**src/include/clk_ctrl_pkg.sv**
```systemverilog
/*
 holds register offsets, field positions, reset values and timing counts
 for the system clock select and tune block; assumes a 40 MHz bus clock
*/
package clk_ctrl_pkg;
   localparam logic [11:0] TRIM_OFFSET = 12'h000;
   localparam logic [11:0] OSC_CTRL_OFFSET = 12'h004;
   localparam logic [11:0] TIMER_CTRL_OFFSET = 12'h008;
   localparam logic [11:0] STATUS_OFFSET = 12'h00c;

   localparam int IDLE_POS = 7;
   localparam int FREQ_POS = 4;
   localparam int STARTUP_DONE_POS = 3;
   localparam int FAST_STABLE_POS = 2;
   localparam int SECONDARY_ACTIVE_POS = 6;
   localparam int SECONDARY_EN_POS = 3;

   localparam logic [5:0] TRIM_RESET = 6'h00;
   localparam logic [2:0] FREQ_RESET = 3'h6;
   localparam logic [1:0] SOURCE_RESET = 2'h0;

   localparam logic [2:0] FREQ_FAST_DIRECT = 3'h7;
   localparam logic [2:0] FREQ_SLOW_RC = 3'h0;

   localparam int CLK_HZ = 40000000;
   localparam int FAST_SETTLE_US = 1000;
   localparam int FAST_SETTLE_CYCLES = FAST_SETTLE_US * (CLK_HZ / 1000000);
   localparam int SLOW_SETTLE_CYCLES = 8;
   localparam int SWITCH_PAUSE_MIN = 8;
   localparam int SWITCH_PAUSE_MAX = 9;

   typedef enum logic [1:0]
   {
      SRC_PRIMARY = 2'b00,
      SRC_SECONDARY = 2'b01,
      SRC_INTERNAL = 2'b10
   } src_t;

   typedef enum logic [1:0]
   {
      ST_RUN = 2'b00,
      ST_PAUSE = 2'b01,
      ST_MANAGED = 2'b10
   } state_t;
endpackage

```
**src/core/system_clock_select_and_tune.sv**
```systemverilog
/*
 system clock source selection, internal oscillator trim and frequency
 select, clock status flags and glitch-free switch pausing, reached over apb;
 assumes the oscillators report start-up and running levels on pins and that
 the core signals sleep entry and wake events as same-clock pulses
*/
`timescale 1ns/1ps
// What this block does
// - trim field is signed offset around calibration
// - trim bits 7-6 read as zero
// - primary mode latched from configuration at power-on
// - source selection applied only at sleep entry
// - every reset clears source select bits
// - source select 1x internal, 01 secondary, 00 primary
// - frequency select decode, default 110
// - internal frequency change is immediate when active
// - startup done set after timer expiry, primary running
// - read-only fast internal stable bit
// - secondary active bit while timer clocks system
// - at most one clock status bit set
// - idle select stops core clock in managed modes
// - secondary selection ignored unless oscillator enabled
// - switch pauses clock 8 to 9 new periods
// - no runt pulse during a switch
// - startup done reset value from two-speed setting
// - trim settles slow 8 cycles, fast 1 ms
// - wake events in managed mode return to full power run
module system_clock_select_and_tune
   import clk_ctrl_pkg::*;
(
   input wire logic clk,
   input wire logic resetn,
   input wire logic psel,
   input wire logic penable,
   input wire logic pwrite,
   input wire logic [11:0] paddr,
   input wire logic [31:0] pwdata,
   input wire logic [3:0] pstrb,
   output logic [31:0] prdata,
   output logic pready,
   output logic pslverr,
   input wire logic [3:0] primaryModeCfg,
   input wire logic twoSpeedStartupCfg,
   input wire logic startupTimerExpired,
   input wire logic primaryRunning,
   input wire logic newSourceEdge,
   input wire logic sleepEntry,
   input wire logic wakeEvent,
   output logic [3:0] primaryMode,
   output logic [1:0] activeSource,
   output logic [2:0] internalFreqSelect,
   output logic [5:0] freqTrimField,
   output logic coreClockEnable,
   output logic sysClockEnable,
   output logic managedMode,
   output logic startupTimerDone,
   output logic fastInternalStable,
   output logic secondaryClockActive
);
   logic [2:0] expSync_q;
   logic [2:0] priSync_q;
   logic [2:0] edgeSync_q;
   logic expiredLvl;
   logic primaryLvl;
   logic edgeSeen;
   logic porDone_q;
   logic [5:0] trim_q;
   logic idle_q;
   logic [2:0] freq_q;
   logic [1:0] sourceSel_q;
   logic [7:0] timerCtrl_q;
   logic [1:0] active_q;
   state_t state_q;
   logic [3:0] pauseCnt_q;
   logic [15:0] fastSettle_q;
   logic [3:0] slowSettle_q;
   logic [3:0] primaryMode_q;
   logic startupDone_q;
   logic wrAccess;
   logic wrTrim;
   logic wrCtrl;
   logic wrTimer;
   src_t reqSource;
   logic [31:0] rdData;

   // pins cross into clk: a level change counts once stages two and three agree; a rising source clock edge counts when stage two is high and three low
   always_ff @(posedge clk or negedge resetn)
   begin
      if (!resetn)
      begin
         expSync_q <= 3'h0;
         priSync_q <= 3'h0;
         edgeSync_q <= 3'h0;
      end
      else
      begin
         expSync_q <= {expSync_q[1:0], startupTimerExpired};
         priSync_q <= {priSync_q[1:0], primaryRunning};
         edgeSync_q <= {edgeSync_q[1:0], newSourceEdge};
      end
   end

   always_ff @(posedge clk or negedge resetn)
   begin
      if (!resetn)
      begin
         expiredLvl <= 1'b0;
         primaryLvl <= 1'b0;
      end
      else
      begin
         if (expSync_q[1] == expSync_q[2])
         begin
            expiredLvl <= expSync_q[2];
         end
         if (priSync_q[1] == priSync_q[2])
         begin
            primaryLvl <= priSync_q[2];
         end
      end
   end

   // one rising edge of the new source's clock, seen in this domain
   assign edgeSeen = edgeSync_q[1] & ~edgeSync_q[2];

   assign wrAccess = psel & penable & pwrite;
   assign wrTrim = wrAccess && (paddr == TRIM_OFFSET) && pstrb[0];
   assign wrCtrl = wrAccess && (paddr == OSC_CTRL_OFFSET) && pstrb[0];
   assign wrTimer = wrAccess && (paddr == TIMER_CTRL_OFFSET) && pstrb[0];

   // straps are caught on the first clocked edge after reset release
   always_ff @(posedge clk or negedge resetn)
   begin
      if (!resetn)
      begin
         porDone_q <= 1'b0;
         primaryMode_q <= 4'h0;
      end
      else if (!porDone_q)
      begin
         porDone_q <= 1'b1;
         primaryMode_q <= primaryModeCfg;
      end
   end

   always_ff @(posedge clk or negedge resetn)
   begin
      if (!resetn)
      begin
         trim_q <= TRIM_RESET;
      end
      else if (wrTrim)
      begin
         trim_q <= pwdata[5:0];
      end
   end

   // the status bit positions are not stored from software writes
   always_ff @(posedge clk or negedge resetn)
   begin
      if (!resetn)
      begin
         idle_q <= 1'b0;
         freq_q <= FREQ_RESET;
         sourceSel_q <= SOURCE_RESET;
      end
      else if (wrCtrl)
      begin
         idle_q <= pwdata[IDLE_POS];
         freq_q <= pwdata[FREQ_POS +: 3];
         sourceSel_q <= pwdata[1:0];
      end
   end

   always_ff @(posedge clk or negedge resetn)
   begin
      if (!resetn)
      begin
         timerCtrl_q <= 8'h00;
      end
      else if (wrTimer)
      begin
         // the active flag position stays hardware owned
         timerCtrl_q <= pwdata[7:0] & ~(8'h01 << SECONDARY_ACTIVE_POS);
      end
   end

   always_comb
   begin
      if (sourceSel_q[1])
      begin
         reqSource = SRC_INTERNAL;
      end
      else if (sourceSel_q[0] && timerCtrl_q[SECONDARY_EN_POS])
      begin
         reqSource = SRC_SECONDARY;
      end
      else
      begin
         reqSource = SRC_PRIMARY;
      end
   end

   // switch sequencing: the clock is gated off for whole new-source periods,
   // so no output pulse can be narrower than either source's pulse
   always_ff @(posedge clk or negedge resetn)
   begin
      if (!resetn)
      begin
         state_q <= ST_RUN;
         active_q <= SRC_PRIMARY;
         pauseCnt_q <= 4'h0;
      end
      else
      begin
         case (state_q)
            ST_RUN:
            begin
               if (sleepEntry)
               begin
                  if (reqSource != active_q)
                  begin
                     active_q <= reqSource;
                     pauseCnt_q <= 4'h0;
                     state_q <= ST_PAUSE;
                  end
                  else
                  begin
                     state_q <= ST_MANAGED;
                  end
               end
            end
            ST_PAUSE:
            begin
               if (edgeSeen)
               begin
                  if (pauseCnt_q == 4'(SWITCH_PAUSE_MIN))
                  begin
                     state_q <= (active_q == SRC_PRIMARY && !idleMode())
                        ? ST_RUN : ST_MANAGED;
                  end
                  else
                  begin
                     pauseCnt_q <= pauseCnt_q + 4'h1;
                  end
               end
            end
            ST_MANAGED:
            begin
               if (wakeEvent)
               begin
                  if (active_q != SRC_PRIMARY)
                  begin
                     active_q <= SRC_PRIMARY;
                     pauseCnt_q <= 4'h0;
                     state_q <= ST_PAUSE;
                  end
                  else
                  begin
                     state_q <= ST_RUN;
                  end
               end
            end
            default:
            begin
               state_q <= ST_RUN;
            end
         endcase
      end
   end

   function automatic logic idleMode();
      idleMode = 1'b0;
   endfunction

   // settling timers restart on every trim write or frequency change; only the fast one is reported
   always_ff @(posedge clk or negedge resetn)
   begin
      if (!resetn)
      begin
         fastSettle_q <= 16'h0000;
         slowSettle_q <= 4'h0;
      end
      else if (wrTrim || (wrCtrl && pwdata[FREQ_POS +: 3] != freq_q))
      begin
         fastSettle_q <= 16'(FAST_SETTLE_CYCLES);
         slowSettle_q <= 4'(SLOW_SETTLE_CYCLES);
      end
      else
      begin
         if (fastSettle_q != 16'h0000)
         begin
            fastSettle_q <= fastSettle_q - 16'h0001;
         end
         if (slowSettle_q != 4'h0)
         begin
            slowSettle_q <= slowSettle_q - 4'h1;
         end
      end
   end

   // reset value follows the two-speed setting, taken after release
   always_ff @(posedge clk or negedge resetn)
   begin
      if (!resetn)
      begin
         startupDone_q <= 1'b0;
      end
      else if (!porDone_q)
      begin
         startupDone_q <= ~twoSpeedStartupCfg;
      end
      else
      begin
         startupDone_q <= expiredLvl & primaryLvl;
      end
   end

   // each flag is qualified by the one active source
   always_comb
   begin
      startupTimerDone = startupDone_q && (active_q == SRC_PRIMARY)
         && (state_q != ST_PAUSE);
      fastInternalStable = (active_q == SRC_INTERNAL) && (state_q != ST_PAUSE)
         && (freq_q != FREQ_SLOW_RC) && (fastSettle_q == 16'h0000);
      secondaryClockActive = (active_q == SRC_SECONDARY)
         && (state_q != ST_PAUSE);
   end

   assign primaryMode = primaryMode_q;
   assign activeSource = active_q;
   assign internalFreqSelect = freq_q;
   assign freqTrimField = trim_q;
   assign managedMode = (state_q == ST_MANAGED);
   assign sysClockEnable = (state_q != ST_PAUSE);
   assign coreClockEnable = (state_q != ST_PAUSE)
      && !((state_q == ST_MANAGED) && idle_q);

   always_comb
   begin
      case (paddr)
         TRIM_OFFSET: rdData = {26'h0, trim_q};
         OSC_CTRL_OFFSET: rdData = {24'h0, idle_q, freq_q, startupTimerDone,
            fastInternalStable, sourceSel_q};
         TIMER_CTRL_OFFSET: rdData = {24'h0, timerCtrl_q
            | (8'(secondaryClockActive) << SECONDARY_ACTIVE_POS)};
         STATUS_OFFSET: rdData = {24'h0, 2'h0, managedMode, state_q,
            activeSource, 1'b0};
         default: rdData = 32'h0;
      endcase
   end

   always_ff @(posedge clk or negedge resetn)
   begin
      if (!resetn)
      begin
         prdata <= 32'h0;
      end
      else if (psel && !penable && !pwrite)
      begin
         prdata <= rdData;
      end
   end

   // zero wait states; unmapped addresses answer with an error
   assign pready = 1'b1;
   assign pslverr = psel && penable && (paddr != TRIM_OFFSET)
      && (paddr != OSC_CTRL_OFFSET) && (paddr != TIMER_CTRL_OFFSET)
      && (paddr != STATUS_OFFSET);
endmodule

```
**config.mk**
```make
export PLATFORM = sky130hd
export DESIGN_NAME = system_clock_select_and_tune
export DESIGN_NICKNAME = d
export VERILOG_FILES = /design/src/include/clk_ctrl_pkg.sv /design/src/core/system_clock_select_and_tune.sv
export SDC_FILE = /design/constraint.sdc
export NUM_CORES = 1
export LEC_CHECK = 0
export ABC_AREA = 1
export CAP_MARGIN = 20
export CORE_UTILIZATION = 40
export DETAILED_ROUTE_END_ITERATION = 7
export DONT_BUFFER_PORTS = 1
export PLACE_DENSITY = 0.56
export SLEW_MARGIN = 0
export SYNTH_ARGS = -nofsm -noshare
export SYNTH_HDL_FRONTEND = slang
export SYNTH_SLANG_ARGS = --single-unit
export TNS_END_PERCENT = 30
```
**constraint.sdc**
```tcl
create_clock -name clk -period 1.4 [get_ports clk]
set_clock_uncertainty 0.1 [all_clocks]
set_input_delay 0 -clock clk [delete_from_list [all_inputs] [get_ports clk]]
set_output_delay 0 -clock clk [all_outputs]
set_load 0.03 [all_outputs]
```
==> results.md, run 1 <==
* Vias at 3229
* DR WL/cell at 13.25 microns
* Global-route wire length before repair at 14.72 mm
* Grt ovf at 0
* CTS tree: yes
* Initial Util at 41.87%
* Die width at 98.24 microns
* # nets final at 627
* TNS Setup at -4.121 ns
* Share of layout cells above drive strength 1 at 31.10%
* Top-level I/O count at 118
* Crit path from: internalFreqSelect[1]$_DFFE_PN1P_
* RSZ-0062 raised after global routing: yes
* Antenna diodes at 0
* Tcrit/Tclk final at 129.6%
* Slew Viols, Final at 0
* Max IR drop VDD at 0.5919 mV
* Outcome: finished with violations
* Register bit total from synthesis at 68
* Gr usage total at 19.76%
* Critical Path RT at 1.30 ns
* Die Y-Extent at 98.24 microns
* Synth-to-layout area growth at 33.64%
* Dpl hpwl at 6.361 mm
* Worst-path maximum fanout at 4
* Max-Cap Viols at 0
* Root buf cell: clkbuf_8
* Leak Pwr at 2.511 nW
* Average size of a mapped cell at 8.196 sq um
* Routed WL at 8.928 mm
* Setup Crit Path Kind: register to output port
* Largest net degree at the start of global routing at 69
* Clock Latency Late Sink at 0.35 ns
* ANT nets after route at 0
* CTS H-tree depth at 3
* Worst Hold Margin at -0.7546 ns
* DRT iter0 DRCs at 128
* FILL cells at 822
* RePlAce Congestion at 0.8143
* CP Capture Type: output port
* Synth Flop Type: dfrtp_1
* Post-Layout Cell Count at 674
* Count of different cell masters after synthesis at 41
* Drt drc at 2
* Die area at 0.009651 sq mm
* Core Footprint at 0.008848 sq mm
* CTS Buf Count at 9
* Hold Vio Cnt, Final at 73
* Yosys warning total at 0
* Clock Pin Slew Worst Setup and Hold Paths at 0.08 ns
* Post-DP Area at 0.004185 sq mm
* Vias in the first global route at 3136
* Drt pass-1 iters at 8
* Post-synth EDFFs at 0
* Placed Cells at 613
* Register area share after synthesis at 46.00%
* Worst hold path type: input pin to asynchronous set/reset pin
* Mapped Cells at 452
* Finished Cell Area at 0.004951 sq mm
* Clock buffer depth at 2
* Initial antenna violation count at 0
* Port buffer count at 0
* Async SR Flop Fraction at 100.0%
* Worst slack after detailed placement at -0.2416 ns
* Reg-to-reg startpoint: fastSettle_q[0]$_DFFE_PN0P_
* Worst setup margin at -0.4143 ns
* P per Cell Area at 1111 mW/mm^2
* Maximum clock rate at 551.2 MHz
* Fin crit period at 1.814 ns
* Crit path DAT at 1.71 ns
* Synthesized cell area at 0.003705 sq mm
* Final Setup Violations at 25
* Vias per inst at 4.791
* Failing checks: design-rule violations, negative hold slack, negative setup slack
* Clk sink count at 68
* Row cnt at 34
* CP Launch Type: register
registers in the layout, indices dropped and copies added, names as in the netlist, 4 cells and up:
register / cells
fastSettle_q: 16
freqTrimField: 6
pauseCnt_q: 4
prdata: 8
primaryMode: 4
timerCtrl_q: 7
timing repair:
item,in CTS,in global routing
gates resized for setup,33,21
pin swaps,15,13
setup buffers,17,4
hold endpoints to repair,111,75
gates cloned,1,0
setup endpoints to repair,31,46
hold buffers,23,1
synth_stat cells (3+ instances only):
master	instances	share of area [%]
nand2_1	112	11
dfrtp_1	66	45
inv_1	47	4.8
nand3_1	41	5.5
nor2_1	40	4.1
buf_4	25	5.1
o21ai_0	21	2.8
o21ai_1	14	1.9
o21ai_2	7	1.7
a21oi_1	6	0.81
inv_2	6	0.61
nand4_1	6	1.0
nand2_2	5	0.84
mux2_2	4	1.2
nor2_2	4	0.68
nor3_1	4	0.54
xnor2_1	4	0.95
ha_1	3	1.0
nand3_2	3	0.81
nor2_4	3	0.91
xor2_1	3	0.71
logic make-up (layout without fill, tap and decap cells):
logic type | count (synthesis) | in the layout | share of synthesized area, %
compound gates | 53 | 53 | 8.376
xor+xnor | 7 | 7 | 1.655
fa+ha+maj | 5 | 5 | 1.554
buf+inv | 84 | 173 | 11.55
flops | 68 | 68 | 46.00
mux | 4 | 4 | 1.216
other cells | 2 | 26 | 0.2027
simple gates | 229 | 230 | 29.45
per-layer routing:
layer | global-route usage (%) | wire (microns) | vias up
li1 | - | - | 1618
met1 | 26.33 | 4155 | 1508
met2 | 31.96 | 4177 | 89
met3 | 3.364 | 416 | 14
met4 | 8.266 | 179 | 0
met5 | 0 | 0 | -
through the flow:
| step | util (%) | total power, mW |
|---|---|---|
| 3_3_place_gp | 47.30 | 3.630 |
| 4_1_cts | 54.71 | 5.445 |
| 5_1_grt | 55.95 | 5.828 |
| 3_5_place_dp | 47.30 | 3.644 |
| 6_report | 55.95 | 5.499 |
| 2_1_floorplan | - | 3.216 |
power by group:
group / leakage, nW / switching (mW) / internal (mW) / total, mW
clock network: 0.101 / 0.836 / 0.850 / 1.69
registers: 0.829 / 0.165 / 2.13 / 2.29
logic: 1.58 / 0.896 / 0.624 / 1.52
total: 2.51 / 1.90 / 3.60 / 5.50
worst paths after layout:
| check | end | slack [ns] | cells past startpoint |
|---|---|---|---|
| min in group clk | prdata[1]$_DFFE_PN0P_ | -0.07 | 5 |
| max in group asynchronous | internalFreqSelect[1]$_DFFE_PN1P_ | 1.76 | 0 |
| worst min register to register | expSync_q[1]$_DFF_PN0_ | 0.25 | 0 |
| worst min-delay path | edgeSync_q[0]$_DFF_PN0_ | -0.75 | 0 |
| worst max-delay path | fastInternalStable | -0.41 | 5 |
| worst max register to register | fastSettle_q[12]$_DFFE_PN0P_ | -0.24 | 10 |
cell usage in the layout (no fill, tap or decap), types with 3 or more instances in the layout:
| cell type | instances |
|---|---|
| nor3_4 | 3 |
| nand3_4 | 4 |
| nor2_4 | 9 |
| nand3_1 | 38 |
| o21ai_0 | 11 |
| clkbuf_8 | 9 |
| conb_1 | 26 |
| nor2_1 | 36 |
| inv_2 | 13 |
| inv_6 | 4 |
| dfrtp_2 | 3 |
| nand2_1 | 105 |
| o21ai_2 | 12 |
| nand2_4 | 3 |
| nand3_2 | 4 |
| nand2_2 | 10 |
| mux2_2 | 4 |
| inv_1 | 38 |
| xnor2_1 | 4 |
| nand4_1 | 6 |
| a21oi_1 | 5 |
| dlygate4sd3_1 | 22 |
| buf_4 | 77 |
| dfrtp_1 | 63 |
| xor2_1 | 3 |
| o21ai_1 | 19 |
cell type report:
type / count / area (sq um) / share of cell area [%]
clock inverter: 7 / 81.33 / 1.643
sequential: 68 / 1708 / 34.50
timing repair buffer: 103 / 845.8 / 17.08
tap: 108 / 135.1 / 2.729
multi-input combinational: 325 / 1849 / 37.35
clock buffer: 9 / 123.9 / 2.502
inverter: 54 / 207.7 / 4.195
critical path, cell delays in order (launching register included):
cell     delay, ns
dfstp_2       0.54
buf_4         0.19
nor3_1        0.09
buf_4         0.14
nor3_2        0.22
buf_4         0.20
(Power assumes the default switching activity.)
==> inputs of run 2 (changes only) <==
--- a/config.mk
+++ b/config.mk
@@ -10,6 +10,7 @@
 export CORE_UTILIZATION = 40
 export DETAILED_ROUTE_END_ITERATION = 7
 export DONT_BUFFER_PORTS = 1
+export HOLD_SLACK_MARGIN = 0.06
 export PLACE_DENSITY = 0.56
 export SLEW_MARGIN = 0
 export SYNTH_ARGS = -nofsm -noshare
==> results.md, run 2 (synthesized netlist as in run 1, its figures left out) <==
* Outcome: finished with violations
* Failing checks: design-rule violations, negative hold slack, negative setup slack
* CP delay by family, top: flip-flops
* Die area at 0.009651 sq mm
* P per Cell Area at 1104 mW/mm^2
* Grt ovf at 0
* CP Launch Type: register
* Most common cell on crit path: buf_4
* Clk sink count at 68
* Vias in the first global route at 3136
* # nets final at 630
* CTS H-tree depth at 3
* Worst Hold Margin at -0.7501 ns
* Crit-path cells: buf_4, nor3_1, buf_4, nor3_2, buf_4
* WP depth at 5
* FILL cells at 819
* Worst hold path type: input pin to asynchronous set/reset pin
* Worst setup margin at -0.4125 ns
* Fin crit period at 1.813 ns
* Clock Latency Late Sink at 0.34 ns
* CTS tree: yes
* Vias at 3221
* Clock power share at 30.5%
* DRT iter0 DRCs at 134
* Tcrit/Tclk final at 129.5%
* Largest net degree at the start of global routing at 69
* Commonest cells after routing, fill and taps aside: nand2_1 (105), buf_4 (77), dfrtp_1 (63)
* Initial Util at 41.87%
* Largest Register: fastSettle_q
* Share of layout cells above drive strength 1 at 30.93%
* Max-Cap Viols at 0
* Worst-path maximum fanout at 4
* Gate power share at 27.8%
* Most common cell after layout, fill and taps aside: nand2_1
* Post-DP Area at 0.004185 sq mm
* Internal at 3.607 mW
* Max IR drop VDD at 0.5914 mV
* Placed Cells at 613
* Max reg flops at 16
* CP Capture Type: output port
* Port buffer count at 0
* Post-Layout Cell Count at 677
* Flop pwr share at 41.7%
* Net switching power at 1.894 mW
* Dpl hpwl at 6.361 mm
* Core Footprint at 0.008848 sq mm
* TNS Setup at -4.123 ns
* Die width at 98.24 microns
* RePlAce Congestion at 0.8143
* Drt pass-1 iters at 8
* Antenna diodes at 0
* FF-to-FF path depth at 10
* Worst path bufs/invs at 3
* Gr usage total at 19.74%
* Drt drc at 2
* Slowest library cell on the worst path: dfstp_2
* Leak Pwr at 2.524 nW
* Initial antenna violation count at 0
* Critical Path RT at 1.30 ns
* Synth-to-layout area growth at 34.45%
* Die Y-Extent at 98.24 microns
* Slew Viols, Final at 0
* Maximum clock rate at 551.7 MHz
* Vias per inst at 4.758
* Top Registers: fastSettle_q (16), prdata (8), timerCtrl_q (7)
* CTS Buf Count at 9
* Crit path DAT at 1.71 ns
* ANT nets after route at 0
* Clock Pin Slew Worst Setup and Hold Paths at 0.08 ns
* Row cnt at 34
* Worst path max stage delay at 0.54 ns
* Clock buffer depth at 2
* Finished Cell Area at 0.004981 sq mm
* Global-route wire length before repair at 14.71 mm
* Net Sw Frac at 34.43%
* DR WL/cell at 13.19 microns
* Root buf cell: clkbuf_8
* Hold Vio Cnt, Final at 68
* Routed WL at 8.931 mm
* Final Setup Violations at 25
* Top-level I/O count at 118
* RSZ-0062 raised after global routing: yes
* Setup Crit Path Kind: register to output port
[run 2: area by class of cell]
cell class	instances	area [sq um]	share of cell area, %
Multi-Input combinational cell	325	1849	37.13
Sequential cell	68	1708	34.29
Timing Repair Buffer	106	875.8	17.58
Inverter	54	207.7	4.170
Tap cell	108	135.1	2.713
Clock buffer	9	123.9	2.487
Clock inverter	7	81.33	1.633
[run 2: final timing paths]
| check | to | startpoint | slack, ns |
|---|---|---|---|
| max reg2reg | fastSettle_q[12]$_DFFE_PN0P_ | fastSettle_q[0]$_DFFE_PN0P_ | -0.24 |
| min | edgeSync_q[0]$_DFF_PN0_ | resetn | -0.75 |
| min reg2reg | expSync_q[1]$_DFF_PN0_ | expSync_q[0]$_DFF_PN0_ | 0.25 |
| max | fastInternalStable | internalFreqSelect[1]$_DFFE_PN1P_ | -0.41 |
| min in group clk | prdata[1]$_DFFE_PN0P_ | paddr[2] | 0.04 |
| max in group asynchronous | internalFreqSelect[1]$_DFFE_PN1P_ | resetn | 1.76 |
[run 2: routing by layer]
| layer | routed length [microns] | track usage (%) | part of all wire (%) | vias up |
|---|---|---|---|---|
| li1 | - | - | - | 1624 |
| met1 | 4076 | 26.28 | 46 | 1488 |
| met2 | 4239 | 31.96 | 47 | 98 |
| met3 | 487 | 3.364 | 5.5 | 11 |
| met4 | 128 | 8.266 | 1.4 | 0 |
| met5 | 0 | 0 | 0 | - |
[run 2: power by group through the flow]
stage               sequential, mW  combinational [mW]  clock (mW)
CTS                           2.29                1.42        1.74
global route                  2.32                1.70        1.82
detailed placement            2.32                1.33           0
floorplan                     2.30               0.917           0
global placement              2.31                1.31           0
finish                        2.29                1.53        1.68
[run 2: metrics by stage]
stage	setup WS [ns]	utilization [%]	power [mW]
after CTS	-0.4984	54.94	5.450
after detailed placement	-0.2416	47.30	3.644
final	-0.4125	56.29	5.501
after floorplan	-0.1111	-	3.216
after global placement	-0.2205	47.30	3.630
after global routing	-0.4970	56.29	5.838
[run 2: what timing repair did]
| action | in CTS | in global routing |
|---|---|---|
| setup buffers | 17 | 4 |
| pin swaps | 15 | 13 |
| setup endpoints to repair | 31 | 46 |
| endpoints found under the hold margin | 125 | 78 |
| gates resized for setup | 33 | 21 |
| cloned | 1 | 0 |
| hold buffers | 25 | 2 |
==> inputs of run 3 (changes only) <==
--- a/config.mk
+++ b/config.mk
@@ -7,11 +7,11 @@
 export LEC_CHECK = 0
 export ABC_AREA = 1
 export CAP_MARGIN = 20
-export CORE_UTILIZATION = 40
+export CORE_UTILIZATION = 25
 export DETAILED_ROUTE_END_ITERATION = 7
 export DONT_BUFFER_PORTS = 1
 export HOLD_SLACK_MARGIN = 0.06
-export PLACE_DENSITY = 0.56
+export PLACE_DENSITY = 0.4
 export SLEW_MARGIN = 0
 export SYNTH_ARGS = -nofsm -noshare
 export SYNTH_HDL_FRONTEND = slang
==> results.md, run 3 (synthesized netlist as in run 1, its figures left out) <==
* Slowest library cell on the worst path: dfrtp_1
* Reg-to-reg startpoint: fastSettle_q[0]$_DFFE_PN0P_
* Global-route wire length before repair at 16.14 mm
* Clock Latency Late Sink at 0.34 ns
* Worst-path maximum fanout at 6
* Fin crit period at 1.717 ns
* Drt drc at 0
* Initial Util at 25.59%
* Grt peak-use layer: met2
* Synth-to-layout area growth at 41.84%
* Most common cell after layout, fill and taps aside: nand2_1
* Crit path DAT at 1.84 ns
* TNS Setup at -4.818 ns
* Initial antenna violation count at 0
* Antenna diodes at 0
* Die width at 123.7 microns
* Largest Register: fastSettle_q
* Worst slack after detailed placement at -0.2268 ns
* Worst setup margin at -0.3174 ns
* CP Launch Type: register
* Gr usage total at 14.31%
* Crit path from: fastSettle_q[0]$_DFFE_PN0P_
* Die area at 0.01531 sq mm
* Clock buffer depth at 2
* Slew Viols, Final at 0
* CP delay by family, top: simple AND/OR/NAND/NOR gates
* Worst path bufs/invs at 2
* Total chip power at 6.427 mW
* Vias at 3249
* RePlAce Congestion at 0.8095
* DR WL/cell at 13.40 microns
* CP Capture Type: register
* Routing usage on met2 at 22.01%
* CTS Buf Count at 9
* Worst hold path type: input pin to asynchronous set/reset pin
* Port buffer count at 0
* Reg2reg end: fastSettle_q[1]$_DFFE_PN0P_
* Max IR drop VDD at 0.6564 mV
* Worst path max stage delay at 0.39 ns
* WP depth at 9
* Drt pass-1 iters at 5
* Vias per inst at 4.275
* # nets final at 637
* Leak Pwr at 2.616 nW
* Max-Cap Viols at 0
* Grt ovf at 0
* DRT iter0 DRCs at 144
* Met1 usage at 19.09%
* Core Footprint at 0.01448 sq mm
* ANT nets after route at 0
* Share of layout cells above drive strength 1 at 33.33%
* Crit-path cells: inv_2, ha_4, nand2_4, buf_6, nor2_4, nand2_2, nor2_4, or2_0, a21oi_2
* Critical Path RT at 1.52 ns
* Most common cell on crit path: nor2_4
* R2R Setup Slk at -0.32 ns
* Largest net degree at the start of global routing at 69
* Dpl hpwl at 7.295 mm
* Vias in the first global route at 3129
* Worst Hold Margin at -0.7427 ns
* FF-to-FF path depth at 9
* Clock Pin Slew Worst Setup and Hold Paths at 0.06 ns
* Row cnt at 44
* Clk sink count at 68
* P per Cell Area at 1223 mW/mm^2
* Tcrit/Tclk final at 122.7%
* CTS H-tree depth at 3
* Top Registers: fastSettle_q (16), prdata (8), timerCtrl_q (7)
* Max reg flops at 16
* Die Y-Extent at 123.7 microns
* Maximum clock rate at 582.3 MHz
* Root buf cell: clkbuf_16
* CTS tree: yes
* Routed WL at 10.19 mm
* Failing checks: negative hold slack, negative setup slack
* Top-level I/O count at 118
* Final Setup Violations at 30
* FILL cells at 1513
* Outcome: finished with violations
* Global-route track usage on met3 at 3.114%
* RSZ-0062 raised after global routing: yes
* Setup Crit Path Kind: register to register
* Hold Vio Cnt, Final at 74
* Commonest cells after routing, fill and taps aside: nand2_1 (105), buf_4 (79), dfrtp_1 (63)
run 3: layer usage:
layer | vias up | wire [microns]
met5 | - | 0
met3 | 12 | 338
met4 | 0 | 160
met1 | 1527 | 4863
met2 | 72 | 4823
li1 | 1638 | -
run 3: layout make-up:
class / instances / area, sq um / share of cell area, %
inverter: 54 / 209.0 / 3.976
tap: 184 / 230.2 / 4.381
sequential: 68 / 1708 / 32.50
clock inverter: 7 / 76.32 / 1.452
timing repair buffer: 114 / 970.9 / 18.48
clock buffer: 9 / 225.2 / 4.286
multi-input combinational: 324 / 1836 / 34.93
run 3: through the flow:
stage	util [%]	instance area, sq um	std cells	hold WS, ns
after floorplan	-	3841	476	-0.3956
after global placement	30.18	4370	701	-0.3921
after detailed placement	30.18	4370	701	-0.3915
after CTS	35.40	5126	755	-0.7673
after global routing	36.29	5255	760	-0.7644
final	36.29	5255	760	-0.7427
run 3: power by group:
group | internal, mW | switching, mW | leakage (nW) | total, mW
Sequential | 2.13 | 0.147 | 0.829 | 2.28
Combinational | 0.773 | 1.04 | 1.64 | 1.81
Clock | 1.39 | 0.953 | 0.142 | 2.34
Total | 4.29 | 2.14 | 2.62 | 6.43
run 3: worst max-delay path by stage:
stage,slack [ns],endpoint
6_report,-0.32,fastSettle_q[1]$_DFFE_PN0P_
5_1_grt,-0.42,prdata[2]$_DFFE_PN0P_
4_1_cts,-0.37,fastInternalStable
3_5_place_dp,-0.23,fastSettle_q[6]$_DFFE_PN0P_
3_3_place_gp,-0.23,prdata[2]$_DFFE_PN0P_
2_1_floorplan,-0.11,fastInternalStable
run 3: repair_timing:
action / in CTS / in global routing
endpoints found under the setup margin: 31 / 42
gates cloned: 1 / 0
setup buffers: 14 / 4
hold endpoints to repair: 120 / 75
resized for setup: 33 / 35
hold buffers: 24 / 2
pin swaps: 11 / 16
